`src/verilog/serial_regs_pkg.sv`:
```
// Constants, register indices and carrier types for the serial channel register bank.
// Assumes an APB slave with 32-bit data; only the low byte of each word is live.
package serial_regs_pkg;

    localparam int NUM_CHAN = 2;
    localparam int IDX_W = 4;
    localparam int NUM_REGS = 16;
    localparam int ADDR_W = 8;

    ////////////////////////////////////////////////////////////////////////////////////////////////
    // Address map: byte address = channel * 0x40 + register index * 4
    localparam int CHAN_BIT = 6;
    localparam int IDX_LSB = 2;
    localparam logic [ADDR_W-1:0] CHAN_SPACE_END = 8'h80;
    localparam logic [ADDR_W-1:0] IRQ_STATUS_ADDR = 8'h80;
    localparam logic [ADDR_W-1:0] IRQ_MASK_ADDR = 8'h84;

    ////////////////////////////////////////////////////////////////////////////////////////////////
    // Register indices, shared by the write and the read space of a channel
    localparam logic [IDX_W-1:0] IDX_PRIMARY = 4'h0;
    localparam logic [IDX_W-1:0] IDX_SPECIAL = 4'h1;
    localparam logic [IDX_W-1:0] IDX_VECTOR = 4'h2;
    localparam logic [IDX_W-1:0] IDX_PENDING = 4'h3;
    localparam logic [IDX_W-1:0] IDX_CMD_FOUR = 4'h4;
    localparam logic [IDX_W-1:0] IDX_CMD_FIVE = 4'h5;
    localparam logic [IDX_W-1:0] IDX_FRAME_LOW = 4'h6;
    localparam logic [IDX_W-1:0] IDX_FRAME_HIGH = 4'h7;
    localparam logic [IDX_W-1:0] IDX_RX_DATA = 4'h8;
    localparam logic [IDX_W-1:0] IDX_CMD_THREE_RB = 4'h9;
    localparam logic [IDX_W-1:0] IDX_MISC_STATUS = 4'ha;
    localparam logic [IDX_W-1:0] IDX_ENABLES_ALIAS = 4'hb;
    localparam logic [IDX_W-1:0] IDX_TC_LOW = 4'hc;
    localparam logic [IDX_W-1:0] IDX_TC_HIGH = 4'hd;
    localparam logic [IDX_W-1:0] IDX_CMD_TEN_RB = 4'he;
    localparam logic [IDX_W-1:0] IDX_ENABLES = 4'hf;
    localparam logic [IDX_W-1:0] IDX_CMD_THREE = 4'h3;
    localparam logic [IDX_W-1:0] IDX_CMD_TEN = 4'ha;
    localparam logic [IDX_W-1:0] IDX_FEATURE = 4'h7;

    ////////////////////////////////////////////////////////////////////////////////////////////////
    // Field positions and reset values
    localparam logic [7:0] ENABLES_RESET = 8'hf8;
    localparam logic [7:0] EXT_ENABLE_MASK = 8'hfa;
    localparam int EN_FEATURE_SEL_BIT = 0;
    localparam int EN_ZERO_COUNT_BIT = 1;
    localparam int EN_FIFO_BIT = 2;
    localparam int FEATURE_READBACK_BIT = 6;
    localparam int VEC_CODE_LSB = 1;
    localparam int IP_W = 6;
    localparam int IP_A_RX = 5;
    localparam int IP_A_TX = 4;
    localparam int IP_A_EXT = 3;
    localparam int IP_B_RX = 2;
    localparam int IP_B_TX = 1;
    localparam int IP_B_EXT = 0;
    localparam logic [2:0] VEC_B_TX = 3'h0;
    localparam logic [2:0] VEC_B_EXT = 3'h1;
    localparam logic [2:0] VEC_B_RX = 3'h2;
    localparam logic [2:0] VEC_NONE = 3'h3;
    localparam logic [2:0] VEC_A_TX = 3'h4;
    localparam logic [2:0] VEC_A_EXT = 3'h5;
    localparam logic [2:0] VEC_A_RX = 3'h6;

    ////////////////////////////////////////////////////////////////////////////////////////////////
    // Carriers
    typedef struct packed {
        logic break_abort;
        logic tx_underrun;
        logic cts;
        logic sync_hunt;
        logic dcd;
        logic tx_empty;
        logic zero_count;
        logic rx_avail;
    } primary_status_t;

    typedef struct packed {
        primary_status_t primary;
        logic eof;
        logic crc_err;
        logic overrun;
        logic parity_err;
        logic [2:0] residue;
        logic all_sent;
        logic [7:0] rx_data;
        logic [7:0] misc_status;
        logic [7:0] frame_count_low;
        logic [7:0] frame_count_high;
    } chan_in_t;

    typedef struct packed {
        logic [NUM_REGS-1:0][7:0] wr;
        logic [7:0] feature;
    } chan_ctrl_t;

endpackage : serial_regs_pkg

```
`src/verilog/channel_write_bank.sv`:
```
// Write-register storage of one channel, indexed by register number.
// Assumes wr_en is a one-cycle strobe from the bus slave on the same clock.
`timescale 1ns/1ps
module channel_write_bank (
    input wire logic pclk,
    input wire logic presetn,
    input wire logic wr_en,
    input wire logic [serial_regs_pkg::IDX_W-1:0] wr_idx,
    input wire logic [7:0] wr_data,
    output serial_regs_pkg::chan_ctrl_t ctrl
);
    import serial_regs_pkg::*;

    logic [NUM_REGS-1:0][7:0] wr_reg;
    logic [7:0] feature_reg;

    ////////////////////////////////////////////////////////////////////////////////////////////
    // Index 7 is steered to the extended feature register while enable bit 0 is set
    always_ff @(posedge pclk or negedge presetn) begin
        if (!presetn) begin
            feature_reg <= 8'h00;
        end else if (wr_en && wr_idx == IDX_FEATURE && wr_reg[IDX_ENABLES][EN_FEATURE_SEL_BIT]) begin
            feature_reg <= wr_data;
        end
    end

    genvar g;
    generate
        for (g = 0; g < NUM_REGS; g++) begin : g_store
            localparam logic [IDX_W-1:0] MY_IDX = IDX_W'(g);
            localparam logic [7:0] MY_RESET = (MY_IDX == IDX_ENABLES) ? ENABLES_RESET : 8'h00;
            always_ff @(posedge pclk or negedge presetn) begin
                if (!presetn) begin
                    wr_reg[g] <= MY_RESET;
                end else if (wr_en && wr_idx == MY_IDX &&
                             !(MY_IDX == IDX_FEATURE && wr_reg[IDX_ENABLES][EN_FEATURE_SEL_BIT])) begin
                    wr_reg[g] <= wr_data;
                end
            end
        end
    endgenerate

    // One driver for the whole carrier
    assign ctrl = {wr_reg, feature_reg};

endmodule : channel_write_bank

```
`src/verilog/serial_channel_status_regs.sv`:
```
// Two-channel serial controller register bank behind an APB slave.
// Assumes status inputs come from datapath logic on pclk; control outputs feed that datapath.
// Summary of operation
// - The interrupt-source enable register holds break, underrun, CTS, carrier and zero-count enables, zero count in bit 1.
// - Read registers six and seven show the frame-status FIFO only while enable bit 2 is 1.
// - With feature bit 6 set, write registers three, four, five and ten read back at nine, four, five and fourteen.
// - Each channel offers its read registers plus the receive data buffer at read index eight.
// - Status is read at read registers zero, one and ten; read register fifteen returns the interrupt-source enables.
// - Read registers twelve and thirteen return the low and high baud time constant.
// - The vector register reads unmodified through channel A and status-modified through channel B.
// - The pending register through channel A shows A in bits 5..3 and B in bits 2..0, upper bits and channel B reads 0.
//
// Implementation choices: the register addresses and the APB slave port.
`timescale 1ns/1ps
module serial_channel_status_regs (
    input wire logic pclk,
    input wire logic presetn,
    input wire logic psel,
    input wire logic penable,
    input wire logic pwrite,
    input wire logic [serial_regs_pkg::ADDR_W-1:0] paddr,
    input wire logic [31:0] pwdata,
    output logic [31:0] prdata,
    output logic pready,
    output logic pslverr,
    output logic irq,
    input serial_regs_pkg::chan_in_t [serial_regs_pkg::NUM_CHAN-1:0] chan_status,
    output serial_regs_pkg::chan_ctrl_t [serial_regs_pkg::NUM_CHAN-1:0] chan_ctrl
);
    import serial_regs_pkg::*;

    ////////////////////////////////////////////////////////////////////////////////////////////
    // Read decode, shared by both channels
    function automatic logic [7:0] special_byte(input chan_in_t st);
        special_byte = {st.eof, st.crc_err, st.overrun, st.parity_err,
                        st.residue[0], st.residue[1], st.residue[2], st.all_sent};
    endfunction : special_byte

    function automatic logic [7:0] read_reg(
        input logic [IDX_W-1:0] idx,
        input chan_in_t st,
        input chan_ctrl_t ct,
        input logic [7:0] vec,
        input logic [7:0] pend
    );
        logic readback;
        logic fifo_on;
        readback = ct.feature[FEATURE_READBACK_BIT];
        fifo_on = ct.wr[IDX_ENABLES][EN_FIFO_BIT];
        case (idx)
            IDX_PRIMARY: read_reg = st.primary;
            IDX_SPECIAL: read_reg = special_byte(st);
            IDX_VECTOR: read_reg = vec;
            IDX_PENDING: read_reg = pend;
            IDX_CMD_FOUR: read_reg = readback ? ct.wr[IDX_CMD_FOUR] : st.primary;
            IDX_CMD_FIVE: read_reg = readback ? ct.wr[IDX_CMD_FIVE] : special_byte(st);
            IDX_FRAME_LOW: read_reg = fifo_on ? st.frame_count_low : vec;
            IDX_FRAME_HIGH: read_reg = fifo_on ? st.frame_count_high : pend;
            IDX_RX_DATA: read_reg = st.rx_data;
            IDX_CMD_THREE_RB: read_reg = readback ? ct.wr[IDX_CMD_THREE] : ct.wr[IDX_TC_HIGH];
            IDX_MISC_STATUS: read_reg = st.misc_status;
            IDX_ENABLES_ALIAS: read_reg = ct.wr[IDX_ENABLES];
            IDX_TC_LOW: read_reg = ct.wr[IDX_TC_LOW];
            IDX_TC_HIGH: read_reg = ct.wr[IDX_TC_HIGH];
            IDX_CMD_TEN_RB: read_reg = readback ? ct.wr[IDX_CMD_TEN] : st.misc_status;
            IDX_ENABLES: read_reg = ct.wr[IDX_ENABLES];
            default: read_reg = 8'h00;
        endcase
    endfunction : read_reg

    ////////////////////////////////////////////////////////////////////////////////////////////
    // APB slave: one wait state, so every access completes at the second access edge
    logic pready_reg;
    logic pready_next;
    logic pslverr_reg;
    logic pslverr_next;
    logic [31:0] prdata_reg;
    logic [31:0] prdata_next;
    logic access;
    logic complete;
    logic chan_space;
    logic addr_ok;
    logic chan_sel;
    logic [IDX_W-1:0] reg_idx;

    assign access = psel && penable;
    assign complete = access && pready_reg;
    assign chan_space = paddr < CHAN_SPACE_END;
    assign addr_ok = (paddr[IDX_LSB-1:0] == 2'b00) &&
                     (chan_space || paddr == IRQ_STATUS_ADDR || paddr == IRQ_MASK_ADDR);
    assign chan_sel = paddr[CHAN_BIT];
    assign reg_idx = paddr[IDX_LSB +: IDX_W];

    assign pready_next = access && !pready_reg;
    assign pslverr_next = access && !pready_reg && !addr_ok;

    always_ff @(posedge pclk or negedge presetn) begin
        if (!presetn) begin
            pready_reg <= 1'b0;
            pslverr_reg <= 1'b0;
        end else begin
            pready_reg <= pready_next;
            pslverr_reg <= pslverr_next;
        end
    end

    ////////////////////////////////////////////////////////////////////////////////////////////
    // Channel write banks and edge detectors for status events
    logic [NUM_CHAN-1:0] bank_wr_en;
    primary_status_t [NUM_CHAN-1:0] primary_prev_reg;
    logic [NUM_CHAN-1:0] ext_event;
    logic [NUM_CHAN-1:0] rx_event;
    logic [NUM_CHAN-1:0] tx_event;

    genvar c;
    generate
        for (c = 0; c < NUM_CHAN; c++) begin : g_chan
            assign bank_wr_en[c] = complete && pwrite && chan_space && addr_ok && (chan_sel == 1'(c));

            channel_write_bank u_bank (
                .pclk(pclk),
                .presetn(presetn),
                .wr_en(bank_wr_en[c]),
                .wr_idx(reg_idx),
                .wr_data(pwdata[7:0]),
                .ctrl(chan_ctrl[c])
            );

            always_ff @(posedge pclk or negedge presetn) begin
                if (!presetn) begin
                    primary_prev_reg[c] <= '0;
                end else begin
                    primary_prev_reg[c] <= chan_status[c].primary;
                end
            end

            // Only sources enabled in the interrupt-source enables raise external/status
            assign ext_event[c] = |(chan_status[c].primary & ~primary_prev_reg[c] &
                                    chan_ctrl[c].wr[IDX_ENABLES] & EXT_ENABLE_MASK);
            assign rx_event[c] = chan_status[c].primary.rx_avail && !primary_prev_reg[c].rx_avail;
            assign tx_event[c] = chan_status[c].primary.tx_empty && !primary_prev_reg[c].tx_empty;
        end
    endgenerate

    ////////////////////////////////////////////////////////////////////////////////////////////
    // Sticky pending bits, mask and interrupt line
    logic [IP_W-1:0] pending_reg;
    logic [IP_W-1:0] pending_set;
    logic [IP_W-1:0] mask_reg;
    logic irq_reg;
    logic status_read;

    assign pending_set = {rx_event[0], tx_event[0], ext_event[0], rx_event[1], tx_event[1], ext_event[1]};
    assign status_read = complete && !pwrite && paddr == IRQ_STATUS_ADDR;

    // Set wins over the clear-on-read in the same cycle
    always_ff @(posedge pclk or negedge presetn) begin
        if (!presetn) begin
            pending_reg <= '0;
        end else begin
            pending_reg <= (status_read ? '0 : pending_reg) | pending_set;
        end
    end

    always_ff @(posedge pclk or negedge presetn) begin
        if (!presetn) begin
            mask_reg <= '0;
        end else if (complete && pwrite && paddr == IRQ_MASK_ADDR) begin
            mask_reg <= pwdata[IP_W-1:0];
        end
    end

    always_ff @(posedge pclk or negedge presetn) begin
        if (!presetn) begin
            irq_reg <= 1'b0;
        end else begin
            irq_reg <= |(pending_reg & mask_reg);
        end
    end

    ////////////////////////////////////////////////////////////////////////////////////////////
    // Vector: channel B replaces bits 3..1 with the highest-priority pending source
    logic [7:0] vector_base;
    logic [2:0] vec_code;
    logic [7:0] vector_mod;
    logic [7:0] pend_byte;

    assign vector_base = chan_ctrl[0].wr[IDX_VECTOR];

    always_comb begin
        if (pending_reg[IP_A_RX]) begin
            vec_code = VEC_A_RX;
        end else if (pending_reg[IP_A_TX]) begin
            vec_code = VEC_A_TX;
        end else if (pending_reg[IP_A_EXT]) begin
            vec_code = VEC_A_EXT;
        end else if (pending_reg[IP_B_RX]) begin
            vec_code = VEC_B_RX;
        end else if (pending_reg[IP_B_TX]) begin
            vec_code = VEC_B_TX;
        end else if (pending_reg[IP_B_EXT]) begin
            vec_code = VEC_B_EXT;
        end else begin
            vec_code = VEC_NONE;
        end
    end

    always_comb begin
        vector_mod = vector_base;
        vector_mod[VEC_CODE_LSB +: 3] = vec_code;
    end

    assign pend_byte = {2'b00, pending_reg};

    ////////////////////////////////////////////////////////////////////////////////////////////
    // Read data, captured as pready rises so it is stable in the completing cycle
    always_comb begin
        prdata_next = prdata_reg;
        if (access && !pready_reg) begin
            prdata_next = 32'h0000_0000;
            if (!pwrite && addr_ok) begin
                if (paddr == IRQ_STATUS_ADDR) begin
                    prdata_next[IP_W-1:0] = pending_reg;
                end else if (paddr == IRQ_MASK_ADDR) begin
                    prdata_next[IP_W-1:0] = mask_reg;
                end else if (chan_sel) begin
                    prdata_next[7:0] = read_reg(reg_idx, chan_status[1], chan_ctrl[1], vector_mod, 8'h00);
                end else begin
                    prdata_next[7:0] = read_reg(reg_idx, chan_status[0], chan_ctrl[0], vector_base, pend_byte);
                end
            end
        end
    end

    always_ff @(posedge pclk or negedge presetn) begin
        if (!presetn) begin
            prdata_reg <= 32'h0000_0000;
        end else begin
            prdata_reg <= prdata_next;
        end
    end

    assign prdata = prdata_reg;
    assign pready = pready_reg;
    assign pslverr = pslverr_reg;
    assign irq = irq_reg;

endmodule : serial_channel_status_regs

```
`config.mk`:
```
export PLATFORM = sky130hd
export DESIGN_NAME = serial_channel_status_regs
export DESIGN_NICKNAME = d
export VERILOG_FILES = /design/src/verilog/serial_regs_pkg.sv /design/src/verilog/channel_write_bank.sv /design/src/verilog/serial_channel_status_regs.sv
export SDC_FILE = /design/constraint.sdc
export NUM_CORES = 1
export LEC_CHECK = 0
export BUFFER_PORTS_ARGS = -buffer_cell sky130_fd_sc_hd__buf_2
export CORE_AREA = 2 2 176 178
export DETAILED_ROUTE_END_ITERATION = 8
export DIE_AREA = 0 0 178 180
export PLACE_DENSITY = 0.77
export SYNTH_ARGS = -nofsm -noshare
export SYNTH_HDL_FRONTEND = slang
export SYNTH_SLANG_ARGS = --single-unit
```
`constraint.sdc`:
```
create_clock -name pclk -period 5.8 [get_ports pclk]
set_input_delay 0.29 -clock pclk [delete_from_list [all_inputs] [get_ports pclk]]
set_output_delay 0.29 -clock pclk [all_outputs]
set_load 0.01 [all_outputs]
```
; ---- Word-level counts from Yosys, hierarchy flattened
; Cells that the tools add are included.
[op_classes]
mux = 27
n_bitwise = 9
n_reduce_logical = 71
magnitude_cmp = 1
n_eq_ne = 17
[op_table]
columns = op, n
row1 = 8-bit one-hot mux with 15 select lines, 2
row2 = 8-bit two-way mux, 14
row3 = 1-bit logical AND, 54
row4 = 8-bit bitwise AND, 4
row5 = "4-bit == test, second input constant", 8
row6 = 6-bit two-way mux, 3
row7 = 6-bit OR reduction, 3
row8 = "4-bit by 3-bit == test with 1-bit output, second input constant", 4
row9 = "8-bit == test, second input constant", 2
row10 = 8-bit inverter, 2
row11 = 3-bit two-way mux, 4
row12 = 1-bit logical NOT, 9
row13 = "4-bit by 2-bit == test with 1-bit output, second input constant", 2
row14 = "8-bit less-than comparator, second input constant", 1
row15 = 2-bit two-way mux, 4
row16 = 6-bit bitwise AND, 1
row17 = 6-bit bitwise OR, 1
row18 = "4-bit by 1-bit == test with 1-bit output, second input constant", 1
row19 = 4-bit logical NOT, 1
row20 = 2-bit logical NOT, 1
row21 = 1-bit logical OR, 2
row22 = 2-bit OR reduction, 1
row23 = 1-bit inverter, 1
[totals]
wordCells = 181
output_inout_bits = 307
regBits = 311

; ---- Longest topological paths before layout
[logic_depth]
depth_word = 12
ltp_mapped = 10

; ---- Hierarchy
; A second synthesis with hierarchy kept.
[unflattened]
hier_cells = 1198
hier_area_um2 = 15030.7
[modules_own_cells]
columns = mod, area_each_um2, cells_per_inst, seq_area_each_um2, instances
row1 = channel_write_bank, 5176.2, 313, 3409.5, 2
row2 = serial_channel_status_regs, 4678.2, 572, 975.9, 1

; ---- Worst setup path after synthesis
; OpenSTA, ideal clock, no wires.
[synth_timing]
kind = reg-to-reg
start = reg g_chan[0].u_bank.wr_reg (netlist bit g_chan[0].u_bank.ctrl[130])
end = reg prdata_reg[1] (netlist: prdata[1])
n_path_buf = 2
required_time_ns = 5.665
synth_period_minus_slack_ns = 2.057
slack_ns = 3.743
path_stages_with_launch = 9
t_arrival_ns = 1.922
cell_sequence = dfrtp_1 > clkbuf_1 > buf_1 > mux2i_1 > o32ai_1 > a311oi_1 > o2111ai_1 > o21ai_0 > o211ai_1
[synth_between]
elab_chain_cells = 6
word_cells_on_any_way = 7
cone_classes = 7 x mux
[synth_rtl]
columns = item, line
row1 = "start, declared", channel_write_bank.sv:14  ; logic [NUM_REGS-1:0][7:0] wr_reg;
row2 = "start signal, assigned by index", channel_write_bank.sv:37  ; wr_reg[g] <= wr_data;
row3 = "8-bit two-way mux, on equally long branches", "serial_channel_status_regs.sv:58, serial_channel_status_regs.sv:57"
row4 = 8-bit one-hot mux with 15 select lines (*), serial_channel_status_regs.sv:50  ; case (idx)
row5 = 8-bit two-way mux (*), serial_channel_status_regs.sv:226  ; end else if (chan_sel) begin
row6 = 6-bit two-way mux (*), serial_channel_status_regs.sv:224  ; end else if (paddr == IRQ_MASK_ADDR) begin
row7 = 6-bit two-way mux (*), serial_channel_status_regs.sv:222  ; if (paddr == IRQ_STATUS_ADDR) begin
row8 = 8-bit two-way mux (*), serial_channel_status_regs.sv:221  ; if (!pwrite && addr_ok) begin
row9 = "end signal, assigned", serial_channel_status_regs.sv:239  ; prdata_reg <= prdata_next;
row10 = "end, declared", serial_channel_status_regs.sv:77  ; logic [31:0] prdata_reg;
; Every way passes the cells marked *; elsewhere a longest branch is shown, timed or not.
; A chain may end at the register's enable or synchronous reset.

; ---- Final worst setup path
[layout_timing]
start = reg g_chan[1].u_bank.feature_reg[6]
end = reg prdata_reg[5] (netlist: prdata[5])
[layout_between]
elab_chain_cells = 6
word_cells_on_any_way = 9
cone_classes = 9 x mux
[layout_rtl]
columns = item, line
row1 = "start, declared", channel_write_bank.sv:15  ; logic [7:0] feature_reg;
row2 = "start signal, assigned", channel_write_bank.sv:23  ; feature_reg <= wr_data;
row3 = "8-bit two-way mux, on equally long branches", -
row4 = 8-bit one-hot mux with 15 select lines (*), serial_channel_status_regs.sv:50
row5 = 8-bit two-way mux (*), serial_channel_status_regs.sv:226
row6 = 6-bit two-way mux (*), serial_channel_status_regs.sv:224
row7 = 6-bit two-way mux (*), serial_channel_status_regs.sv:222
row8 = 8-bit two-way mux (*), serial_channel_status_regs.sv:221
; Marks and branches as above.

==> impl_results.md <==
- Run status: completed
- Sum of negative setup slack: 0 ps
- Antenna violations before repair: 9
- Final weighted congestion in routability-driven placement: 1.030
- Count of final hold-check violations: 0
- Number of max-slew violations in the final report: 0
- Clock root buffer master: clkbuf_16
- Post-DR vias/cell: between 6 and 7
- Number of buffers added on ports: 399
- Proportion of netlist area held by the largest area contributor: approximately half
- Die area: roughly 32000 um^2
- Gate Count Post-Synth: between 1000 and 1500
- Residual DRC count: 0
- Arrival time of data at the critical path endpoint: 3480 ps
- Cell type with the largest total area after synthesis: dfrtp_1
- Min Clock Period, post-route: 3091 ps
- Share of post-route cells with drive strength above 1: 48.63%
- Simple-gate portion of the synthesized area: slightly above 8%
- H-Tree Depth: 2
- Maximum VDD drop: about 230 uV
- Wirelength per Cell: slightly below 30 um
- Setup repair after global routing missed its margin: false
- Hold/Removal Path Class: in -> reg
- Global-route wire length before repair: 84520 um
- Clock skew: approximately 23 ps
- Synthesized cell area: ~15000 um^2
- Reported leakage power: about 9.6 nW
- Clock tree from TritonCTS: done
- Multiplexer share of the synthesized area: 25.78%
- Starting density of the core: 49.32%
- Total global routing overflow: 0
- Maximum number of pins on one net before global-route repair: 160
- # rows: between 60 and 70
- Layout Nets: 1721
- Flip-flop cell with the highest count after synthesis: dfrtp_1
- HPWL reported at the end of detailed placement: about 42000 um
- Compound-gate portion of the synthesized area: about a tenth
- Area Growth Syn to Fin: 23.42%
- Total of flip-flops plus latches after synthesis: 311
- Setup crit end kind: register
- Clk slew on worst S/H paths: 60 ps
- Cell types with the largest area share after synthesis: dfrtp_1, mux2_2, mux2i_1
- Slew at the pin with the worst max-slew slack: ~1200 ps
- Headroom to the max-slew limit: 22.88%
- Pre-antenna DRT Iters: 7
- Endpoints failing setup: 0
- Crit start category: register
- Max Cap Viol: 0
- Required time worst endpoint: just over 6000 ps
- Fraction of the yosys area taken by sequential cells: roughly 52%
- Kind of critical path: reg -> reg
- Longest Clk Path Bufs: 3
- Avg Synthesized Cell Area: approximately 12 um^2
- Number of design-rule violations left by the first detailed-router iteration: approximately 1500
- All-layer global routing usage: between 30% and 40%
- Core box area: 30190 um^2
- Number of different library cells in the post-synthesis netlist: 71
- Final antenna-violating net count: 0
- Critical-path maximum fanout: 24
- XOR/XNOR share of the synthesized area: 0%
- Routed wire length: roughly 60000 um
- Die extent in y: ~180 um
- P per Cell Area: around 260 nW/um^2
- Period utilization: around 53%
- Asr flop ratio synth: 100.0%
- Overall power after layout: approximately 0.0048 W
- Number of warnings reported in the yosys synthesis log: 0
- DP Cell Count: between 1500 and 2000
- Largest register FFs: approximately 260
- Fmax: approximately 320 MHz
- Number of buffers added by the clock tree synthesis step: 35
- Final standard cell count with taps included and fillers excluded: 2009
- Dominant combinational cell family by area after synthesis: multiplexers
- Synth Area in Adders: 0%
- Clock insertion delay at the later pin of the skew report: 520 ps
- Die width: 178 um
- IO Pins: ~450
- Via count of the first global-routing pass: ~13000
- Via count: between 10000 and 15000
- CTS sink count: between 300 and 400
- Number of enable flip-flop cells after synthesis: 0
logic make-up after synthesis:
group           Yosys count
compound gates          201
buf+inv                 118
flops                   311
mux                     348
other cells               1
simple gates            220
through the flow:
stage	worst slack [ps]	cell area, um^2	utilization (%)	hold WS (ps)
after global placement	2441	17030	56.41	318.0
after detailed placement	2418	17030	56.41	330.2
after CTS	2838	18360	60.81	203.9
final	2709	18380	60.87	239.6
after floorplan	3743	14970	-	-5.591
after global routing	2639	18370	60.84	252.2
Yosys cell counts, drive strengths merged (5+ instances only):
cell	number
dfrtp	301
mux2	284
mux2i	64
nand2	58
buf	55
clkbuf	52
nor2	45
o21ai	31
o22ai	26
a21oi	22
nand3	18
nor3	17
a22oi	16
and3	14
inv	11
nor2b	11
dfstp	10
o211ai	10
a32oi	9
nand2b	9
a211oi	8
o21a	8
o32ai	8
a221oi	7
a22o	7
a31oi	7
and2	7
nand4	6
nor4	6
o2111ai	5
o2bb2ai	5
or2	5
critical path, stage by stage (launching register included):
cell,delay (ps)
dfrtp_1,1110
buf_4,370
mux2_2,360
a21oi_1,140
nor2_1,80
a311oi_1,310
o2111ai_1,250
a221o_1,340
per-layer routing:
metal / vias up / global-route usage, % / share of wire (%)
met4: 2 / 14.75 / 4.8
met1: 6240 / 46.38 / 38
met3: 191 / 10.89 / 11
li1: 5172 / - / -
met5: - / 0 / 0.021
met2: 900 / 57.05 / 46
layout by cell type, fill, tap and decap left out, drive strengths merged, types with 22 or more instances in the layout:
cell type,count
nand2,58
dfrtp,301
conb,24
o21ai,31
mux2i,64
mux2,284
a21oi,22
clkbuf,54
o22ai,26
nor2,45
buf,411
final cells by class:
class                           instances  area [um^2]
Tap cell                              396        495.5
Antenna cell                            7        17.52
Multi-Input combinational cell        793         6588
Fill cell                            2497        11810
Clock inverter                          9        140.1
Sequential cell                       311         7795
Timing Repair Buffer                  428         2280
Clock buffer                           54         1018
Inverter                               11        41.29
power breakdown:
part	internal, W	total, W	switching, W
clock	0.00135	0.00225	0.000897
combinational	0.0000988	0.000352	0.000253
sequential	0.00219	0.00220	0.0000145
path summary, 6_finish.rpt:
path / endpoint / cells after the start / slack [ps] / from
worst max-delay path: prdata[5] / 7 / 2710 / g_chan[1].u_bank.feature_reg[6]
worst min-delay path: pslverr / 3 / 240 / paddr[0]
worst max register to register: prdata[5] / 7 / 2710 / g_chan[1].u_bank.feature_reg[6]
worst min register to register: pending_reg[5] / 1 / 430 / primary_prev_reg[0]
max in group asynchronous: g_chan[0].u_bank.ctrl[104] / 3 / 4060 / presetn
min in group asynchronous: g_chan[1].u_bank.ctrl[81] / 2 / 350 / presetn
timing repair:
item | 4_1_cts | 5_1_grt
buffers inserted | 0 | 0
hold buffers | 17 | 0
endpoints found under the hold margin | 97 | 0
gates resized for setup | 0 | 0
(Power assumes the default switching activity.)
